===== src/fpes_map.svh =====
// constants for the program/erase status block
`ifndef FPES_MAP_SVH
`define FPES_MAP_SVH
`define FPES_BIT_IDLE     3'd7
`define FPES_BIT_EPAUSE   3'd6
`define FPES_BIT_EFAIL    3'd5
`define FPES_BIT_PFAIL    3'd4
`define FPES_BIT_SUPPLY   3'd3
`define FPES_BIT_PPAUSE   3'd2
`define FPES_BIT_PROTECT  3'd1
`define FPES_BIT_RSVD     3'd0
`define FPES_STATUS_RESET 8'h80
`define FPES_CMD_STATUS   8'h70
`define FPES_CMD_CLEAR    8'h50
`define FPES_CMD_SUSPEND  8'hb0
`define FPES_CMD_RESUME   8'hd0
`define FPES_CMD_PROG_A   8'h40
`define FPES_CMD_PROG_B   8'h10
`define FPES_CMD_PROG_Q   8'h30
`define FPES_CMD_ERASE_C  8'h80
`define FPES_CMD_ERASE_B  8'h20
`define FPES_CMD_ERASE_S  8'h32
`define FPES_CMD_READ     8'hff
`define FPES_MAX_PULSES   16
`define FPES_PULSE_CYCLES 4
`endif


===== src/fpes_pkg.sv =====
// types for the program/erase status block
package fpes_pkg;
	typedef enum logic [2:0] {
		FPES_IDLE    = 3'b000,
		FPES_PULSE   = 3'b001,
		FPES_VERIFY  = 3'b011,
		FPES_PAUSING = 3'b010,
		FPES_PAUSED  = 3'b110
	} fpes_state_e;
	typedef enum logic [1:0] {
		FPES_OP_NONE  = 2'b00,
		FPES_OP_PROG  = 2'b01,
		FPES_OP_ERASE = 2'b10
	} fpes_op_e;
	typedef logic [7:0] fpes_byte_t;
endpackage : fpes_pkg


===== src/fpes_if.sv =====
// read-mode select between command decode and the read path
`timescale 1ns/1ps
interface fpes_rd_if;
	logic       show_status;
	logic [7:0] status;
	modport dec (output show_status, input status);
	modport rd  (input show_status, input status);
endinterface : fpes_rd_if


===== src/fpes_read_mux.sv =====
// read data path: status byte or array data
`timescale 1ns/1ps
module fpes_read_mux (
	input  wire logic         clk,
	input  wire logic         reset_n,
	fpes_rd_if.rd             sel,
	input  wire logic [7:0]   array_data,
	output logic      [7:0]   read_data
);
	always_ff @(posedge clk or negedge reset_n) begin
		if (!reset_n) begin
			read_data <= 8'h00;
		end else begin
			// any address gives status in status mode
			read_data <= sel.show_status ? sel.status : array_data;
		end
	end
endmodule : fpes_read_mux


===== src/fpes_status.sv =====
// program/erase engine status logic with command decode
`timescale 1ns/1ps
`include "fpes_map.svh"
module fpes_status #(
	parameter int MAX_PULSES   = `FPES_MAX_PULSES,
	parameter int PULSE_CYCLES = `FPES_PULSE_CYCLES
) (
	input  wire logic              clk,
	input  wire logic              reset_n,
	input  wire logic              cmd_valid,
	input  wire logic [7:0]        cmd_data,
	input  wire logic              mux_mode,
	input  wire logic              supply_ok,
	input  wire logic              target_protected,
	input  wire logic              finish_on_suspend,
	input  wire logic              verify_pass,
	input  wire logic [7:0]        array_data,
	output logic      [7:0]        read_data,
	output fpes_pkg::fpes_byte_t   program_erase_status,
	output logic                   engine_busy
);
	import fpes_pkg::*;

	fpes_state_e state_q;
	fpes_op_e    op_q;
	logic        erase_paused_flag_q;
	logic        program_paused_flag_q;
	logic        erase_fail_flag_q;
	logic        program_fail_flag_q;
	logic        supply_fault_flag_q;
	logic        protect_violation_flag_q;
	logic        second_q;
	logic [7:0]  first_q;
	logic        show_status_q;
	logic        nested_prog_q;
	logic [15:0] pulses_q;
	logic [15:0] tick_q;
	logic        start_prog;
	logic        start_erase;
	logic        is_suspend;
	logic        is_resume;
	logic        is_clear;
	logic        start_op;
	logic        start_bad;
	logic        op_fail;
	logic        suspend_now;
	fpes_rd_if   rd_sel ();

	function automatic logic cmd_is_prog(input logic [7:0] c);
		return c == `FPES_CMD_PROG_A || c == `FPES_CMD_PROG_B || c == `FPES_CMD_PROG_Q;
	endfunction : cmd_is_prog

	function automatic logic cmd_is_erase_setup(input logic [7:0] c);
		return c == `FPES_CMD_ERASE_C || c == `FPES_CMD_ERASE_B || c == `FPES_CMD_ERASE_S;
	endfunction : cmd_is_erase_setup

	// two-cycle commands: first cycle is setup, second starts the engine
	always_comb begin
		start_prog  = cmd_valid && second_q && cmd_is_prog(first_q);
		start_erase = cmd_valid && second_q && cmd_is_erase_setup(first_q);
		is_suspend  = cmd_valid && !second_q && cmd_data == `FPES_CMD_SUSPEND;
		is_resume   = cmd_valid && !second_q && cmd_data == `FPES_CMD_RESUME;
		is_clear    = cmd_valid && !second_q && cmd_data == `FPES_CMD_CLEAR;
		// program accepted in idle or during erase suspend only
		start_op    = (start_prog && (state_q == FPES_IDLE ||
			(state_q == FPES_PAUSED && op_q == FPES_OP_ERASE))) ||
			(start_erase && state_q == FPES_IDLE);
		// supply sampled only here, at the start
		start_bad   = !supply_ok || target_protected;
		op_fail     = pulses_q >= 16'(MAX_PULSES - 1) && !verify_pass;
	end

	always_ff @(posedge clk or negedge reset_n) begin
		if (!reset_n) begin
			second_q <= 1'b0;
			first_q  <= 8'h00;
		end else if (cmd_valid) begin
			second_q <= !second_q && (cmd_is_prog(cmd_data) || cmd_is_erase_setup(cmd_data));
			first_q  <= cmd_data;
		end
	end

	// read mode selection
	always_ff @(posedge clk or negedge reset_n) begin
		if (!reset_n) begin
			show_status_q <= 1'b0;
		end else if (cmd_valid) begin
			if (second_q) begin
				show_status_q <= 1'b1;
			end else if (cmd_data == `FPES_CMD_STATUS || cmd_data == `FPES_CMD_RESUME) begin
				show_status_q <= 1'b1;
			end else if (cmd_data == `FPES_CMD_READ) begin
				show_status_q <= 1'b0;
			end
		end
	end

	// suspend can cut a pulse short; engine may just finish instead
	assign suspend_now = finish_on_suspend ? 1'b0 : 1'b1;

	// engine sequencing
	always_ff @(posedge clk or negedge reset_n) begin
		if (!reset_n) begin
			state_q       <= FPES_IDLE;
			op_q          <= FPES_OP_NONE;
			nested_prog_q <= 1'b0;
			pulses_q      <= 16'h0000;
			tick_q        <= 16'h0000;
		end else begin
			case (state_q)
				FPES_IDLE, FPES_PAUSED: begin
					if (start_op && !start_bad) begin
						nested_prog_q <= state_q == FPES_PAUSED;
						if (state_q == FPES_IDLE) begin
							op_q <= start_prog ? FPES_OP_PROG : FPES_OP_ERASE;
						end
						state_q  <= FPES_PULSE;
						pulses_q <= 16'h0000;
						tick_q   <= 16'h0000;
					end else if (state_q == FPES_PAUSED && is_resume) begin
						state_q <= FPES_PULSE;
						tick_q  <= 16'h0000;
					end
				end
				FPES_PULSE: begin
					if (tick_q >= 16'(PULSE_CYCLES - 1)) begin
						state_q <= FPES_VERIFY;
					end else begin
						tick_q <= tick_q + 16'h0001;
					end
				end
				FPES_VERIFY, FPES_PAUSING: begin
					tick_q <= 16'h0000;
					if (verify_pass || op_fail) begin
						// nested program returns to the suspended erase
						state_q       <= nested_prog_q ? FPES_PAUSED : FPES_IDLE;
						nested_prog_q <= 1'b0;
						if (!nested_prog_q) begin
							op_q <= FPES_OP_NONE;
						end
					end else if (state_q == FPES_PAUSING) begin
						state_q <= FPES_PAUSED;
					end else begin
						pulses_q <= pulses_q + 16'h0001;
						state_q  <= FPES_PULSE;
					end
				end
				default: begin
					state_q <= FPES_IDLE;
				end
			endcase
			// suspend leaves pulse or verify for pausing on the next edge, without waiting for the pulse to end
			if (is_suspend && suspend_now && !nested_prog_q &&
				(state_q == FPES_PULSE || state_q == FPES_VERIFY)) begin
				state_q <= FPES_PAUSING;
			end
		end
	end

	// suspend flags
	always_ff @(posedge clk or negedge reset_n) begin
		if (!reset_n) begin
			erase_paused_flag_q   <= 1'b0;
			program_paused_flag_q <= 1'b0;
		end else if (state_q == FPES_PAUSED && is_resume) begin
			erase_paused_flag_q   <= 1'b0;
			program_paused_flag_q <= 1'b0;
		end else if (state_q == FPES_PAUSING && !(verify_pass || op_fail)) begin
			erase_paused_flag_q   <= op_q == FPES_OP_ERASE;
			program_paused_flag_q <= op_q == FPES_OP_PROG;
		end
	end

	// sticky error flags; a new fault wins over a same-cycle clear
	always_ff @(posedge clk or negedge reset_n) begin
		if (!reset_n) begin
			erase_fail_flag_q        <= 1'b0;
			program_fail_flag_q      <= 1'b0;
			supply_fault_flag_q      <= 1'b0;
			protect_violation_flag_q <= 1'b0;
		end else begin
			if (is_clear) begin
				erase_fail_flag_q        <= 1'b0;
				program_fail_flag_q      <= 1'b0;
				supply_fault_flag_q      <= 1'b0;
				protect_violation_flag_q <= 1'b0;
			end
			if (start_op && !supply_ok) begin
				supply_fault_flag_q <= 1'b1;
			end
			if (start_op && supply_ok && target_protected) begin
				protect_violation_flag_q <= 1'b1;
			end
			if (start_op && start_bad) begin
				erase_fail_flag_q   <= erase_fail_flag_q | start_erase;
				program_fail_flag_q <= program_fail_flag_q | start_prog;
			end
			if ((state_q == FPES_VERIFY || state_q == FPES_PAUSING) && op_fail) begin
				if (nested_prog_q || op_q == FPES_OP_PROG) begin
					program_fail_flag_q <= 1'b1;
				end else begin
					erase_fail_flag_q <= 1'b1;
				end
			end
		end
	end

	// status byte assembly; success sets none of the low bits, sticky flags from earlier faults stay set
	always_comb begin
		program_erase_status = 8'h00;
		program_erase_status[`FPES_BIT_IDLE] =
			state_q == FPES_IDLE || state_q == FPES_PAUSED;
		program_erase_status[`FPES_BIT_EPAUSE] = erase_paused_flag_q ||
			(nested_prog_q && state_q != FPES_IDLE);
		program_erase_status[`FPES_BIT_EFAIL]   = erase_fail_flag_q;
		program_erase_status[`FPES_BIT_PFAIL]   = program_fail_flag_q;
		program_erase_status[`FPES_BIT_SUPPLY]  = supply_fault_flag_q;
		program_erase_status[`FPES_BIT_PPAUSE]  = program_paused_flag_q;
		// programmer interface never reports protection
		program_erase_status[`FPES_BIT_PROTECT] = protect_violation_flag_q && !mux_mode;
		program_erase_status[`FPES_BIT_RSVD]    = 1'b0;
		engine_busy = !program_erase_status[`FPES_BIT_IDLE];
	end

	assign rd_sel.show_status = show_status_q;
	assign rd_sel.status      = program_erase_status;

	fpes_read_mux u_read_mux (
		.clk        (clk),
		.reset_n    (reset_n),
		.sel        (rd_sel),
		.array_data (array_data),
		.read_data  (read_data)
	);
endmodule : fpes_status


===== config.mk =====
export PLATFORM = sky130hd
export DESIGN_NAME = fpes_status
export DESIGN_NICKNAME = d
export VERILOG_FILES = /design/src/fpes_pkg.sv /design/src/fpes_if.sv /design/src/fpes_read_mux.sv /design/src/fpes_status.sv
export VERILOG_INCLUDE_DIRS = /design/src
export SDC_FILE = /design/constraint.sdc
export NUM_CORES = 1
export LEC_CHECK = 0
export ABC_AREA = 1
export BUFFER_PORTS_ARGS = -buffer_cell sky130_fd_sc_hd__buf_2
export CAP_MARGIN = 20
export CORE_ASPECT_RATIO = 1.25
export CORE_MARGIN = 4
export CORE_UTILIZATION = 48
export CTS_CLUSTER_SIZE = 16
export DETAILED_ROUTE_END_ITERATION = 16
export GPL_TIMING_DRIVEN = 1
export MAX_ROUTING_LAYER = met4
export PLACE_DENSITY = 0.71
export SYNTH_ARGS = -nofsm -noshare
export SYNTH_HDL_FRONTEND = slang
export SYNTH_HIERARCHICAL = 1
export SYNTH_SLANG_ARGS = --single-unit
export TNS_END_PERCENT = 10

===== constraint.sdc =====
create_clock -name clk -period 1.5 [get_ports clk]
set_input_delay 0.3 -clock clk [delete_from_list [all_inputs] [get_ports clk]]
set_output_delay 0.3 -clock clk [all_outputs]
set_load 0.01 [all_outputs]

==> results.sh <==
export IMPL_first_pass_iters=4
export IMPL_final_setup_skew_ps=11.1
export IMPL_period_share_pct=109
export IMPL_ys_warn_count=6
export IMPL_avgSynthCellArea_um2=8.05
export IMPL_start_util_pct=49.2
export IMPL_yosys_area_top_type_share_pct=51.1
export IMPL_period_needed_ps=1630
export IMPL_die_height_um=96.9
export IMPL_top_level_ports=41
export IMPL_maxSlewViolCount=0
export IMPL_synthArstFlopShare_pct=100
export IMPL_port_buffers=39
export IMPL_cts_buffers=9
export IMPL_synth_edf_count=0
export IMPL_drv_cap=0
export IMPL_grt_pass1_wl_um=11800
export IMPL_cts_sinks=62
export IMPL_worst_pin_slew_ps=531
export IMPL_grt_max_degree=44
export IMPL_rsz0062_at_grt="true"
export IMPL_cp_max_fo=4
export IMPL_synth_yosys_seq_area_share_pct=51.1
export IMPL_syn_to_final_growth_pct=34.9
export IMPL_synth_common_cells="nand2_1 (93), dfrtp_1 (62), inv_1 (61)"
export IMPL_gr_usage_all_layers_pct=19.7
export IMPL_power_density_mw_per_mm2=1440
export IMPL_holdPathStages=3
export IMPL_gp_congestion=0.787
export IMPL_final_area_mm2=0.00410
export IMPL_fin_tns_setup_ps=-2190
export IMPL_ys_types=33
export IMPL_drtIter0Drc=132
export IMPL_ys_seq_elements=62
export IMPL_wl_um=6970
export IMPL_clock_path_buffers=2
export IMPL_placed_cell_area_mm2=0.00358
export IMPL_fmax_mhz=614
export IMPL_synth_ff_type="dfrtp_1"
export IMPL_required_ps=1200
export IMPL_die_area_mm2=0.00767
export IMPL_h_tree_depth=3
export IMPL_routed_via_density=4.80
export IMPL_fillers=517
export IMPL_synth_area_mm2=0.00304
export IMPL_ant_nets=0
export IMPL_yosysMostFrequentCell="nand2_1"
export IMPL_end_kind="primary output"
export IMPL_violations="negative setup slack"
export IMPL_overflow=0
export IMPL_reg2reg_depth=12
export IMPL_worst_slack_ps=-129
export IMPL_crit_type="reg -> out"
export IMPL_syn_inst=377
export IMPL_core_mm2=0.00617
export IMPL_dp_hpwl_um=4830
export IMPL_nNetsFinal=501
export IMPL_hold_path_class="in -> reg"
export IMPL_hold_viol=0
export IMPL_cp_arrival_ps=1330
export IMPL_n_antenna_cell=0
export IMPL_rows=32
export IMPL_slew_headroom_pct=64.6
export IMPL_status="finished, violations left"
export IMPL_leakage_nw=2.11
export IMPL_avgRoutedWirePerCell_um=12.3
export IMPL_max_vdd_ir_drop_mv=0.578
export IMPL_synth_area_leaders="dfrtp_1 (51%), nand2_1 (11%), inv_1 (7.5%)"
export IMPL_clk_latency_ps=340
export IMPL_synth_top_area_cell="dfrtp_1"
export IMPL_drive_gt1_share_pct=39.0
export IMPL_antenna_found_initial=0
export IMPL_num_vias=2712
export IMPL_post_route_drc_count=0
export IMPL_grt_pass1_vias=2757
export IMPL_cts_tree="done"
export IMPL_cts_root_buf="clkbuf_8"
export IMPL_clk_pin_slew_worst_paths_ps=70
export IMPL_setup_viol=41
export IMPL_cp_start_kind="flip-flop"
export IMPL_fp_dieW_um=79.1
## layout make-up
type	instances	area, um^2	area share [%]
tap	85	106	2.60
clock inverter	4	47.5	1.16
inverter	65	272	6.63
timing repair inverter	1	16.3	0.397
multi-input combinational	241	1330	32.5
clock buffer	12	135	3.30
sequential	62	1550	37.9
timing repair buffer	95	634	15.5
## placed cells by master (no fill, tap or decap), types with 3 or more instances in the layout
| cell type | n |
|---|---|
| buf_2 | 37 |
| buf_4 | 54 |
| buf_6 | 3 |
| clkbuf_1 | 3 |
| clkbuf_8 | 9 |
| clkinv_8 | 3 |
| dfrtp_1 | 61 |
| inv_1 | 46 |
| inv_2 | 16 |
| nand2_1 | 81 |
| nand2_2 | 12 |
| nand3_1 | 22 |
| nand3_2 | 9 |
| nand4_1 | 8 |
| nor2_1 | 38 |
| nor2_2 | 18 |
| nor2_4 | 3 |
| o21ai_0 | 13 |
| o21ai_1 | 5 |
## where the power goes
part	switching (mW)	leakage [nW]	internal (mW)	total [mW]
sequential	0.158	0.826	1.89	2.04
clock	0.614	0.0904	0.763	1.38
combinational	1.44	1.19	1.04	2.48
## flip-flops by register name, summed over array words and instances (netlist names), 2 cells and up
name,count
tick_q,16
op_q,2
first_q,8
u_read_mux/read_data,8
state_q,3
pulses_q,16
## per-layer routing
metal / vias up / GRT usage (%) / wire, um
li1: 1370 / - / -
met1: 1270 / 21.6 / 2870
met2: 56 / 34.6 / 3730
met3: 16 / 4.84 / 264
met4: 0 / 6.35 / 108
met5: - / - / 0
## stage by stage
stage          utilization, %  total power, mW  hold WS [ps]  cells  setup WS [ps]
2_1_floorplan               -             3.30          4.41    378           7.05
4_1_cts                  64.4             5.74           136    563           -104
3_5_place_dp             58.1             3.87           287    534           -144
6_report                 66.4             5.90           153    565           -129
5_1_grt                  66.4             6.25           144    565           -172
3_3_place_gp             58.1             3.84           283    534           -109
## worst paths after layout
check                                                         end                    from  slack (ps)
worst max register to register            pulses_q[3]$_DFFE_PN0P_  first_q[3]$_DFFE_PN0P_         -70
max in group asynchronous                  state_q[1]$_DFFE_PN0P_                 reset_n         520
min in group asynchronous       u_read_mux/read_data[1]$_DFF_PN0_                 reset_n         460
worst min register to register              tick_q[1]$_DFFE_PN0P_   tick_q[1]$_DFFE_PN0P_         480
worst min-delay path            u_read_mux/read_data[1]$_DFF_PN0_           array_data[1]         150
worst max-delay path                                  engine_busy  state_q[1]$_DFFE_PN0P_        -130
## logic make-up after synthesis
logic type,count (synthesis),share of synthesized area (%)
simple gates,204,30.3
buf+inv,75,11.0
flops,62,51.1
compound gates,31,6.06
xor+xnor,2,0.577
fa+ha+maj,2,0.824
other cells,1,0.123
## worst max-delay path: stages (launching register included)
cell and delay (ps):
dfrtp_2 450, inv_2 80, nand3_2 110, inv_4 100, nor2_4 40, buf_6 110
buf_6 110
## timing repair
action	CTS	global route
cloned	1	0
buffers inserted	11	2
endpoints found under the setup margin	45	46
resized for setup	40	36
pin swaps	10	16
hold buffers	1	0
endpoints found under the hold margin	19	0
(Power assumes the default switching activity.)
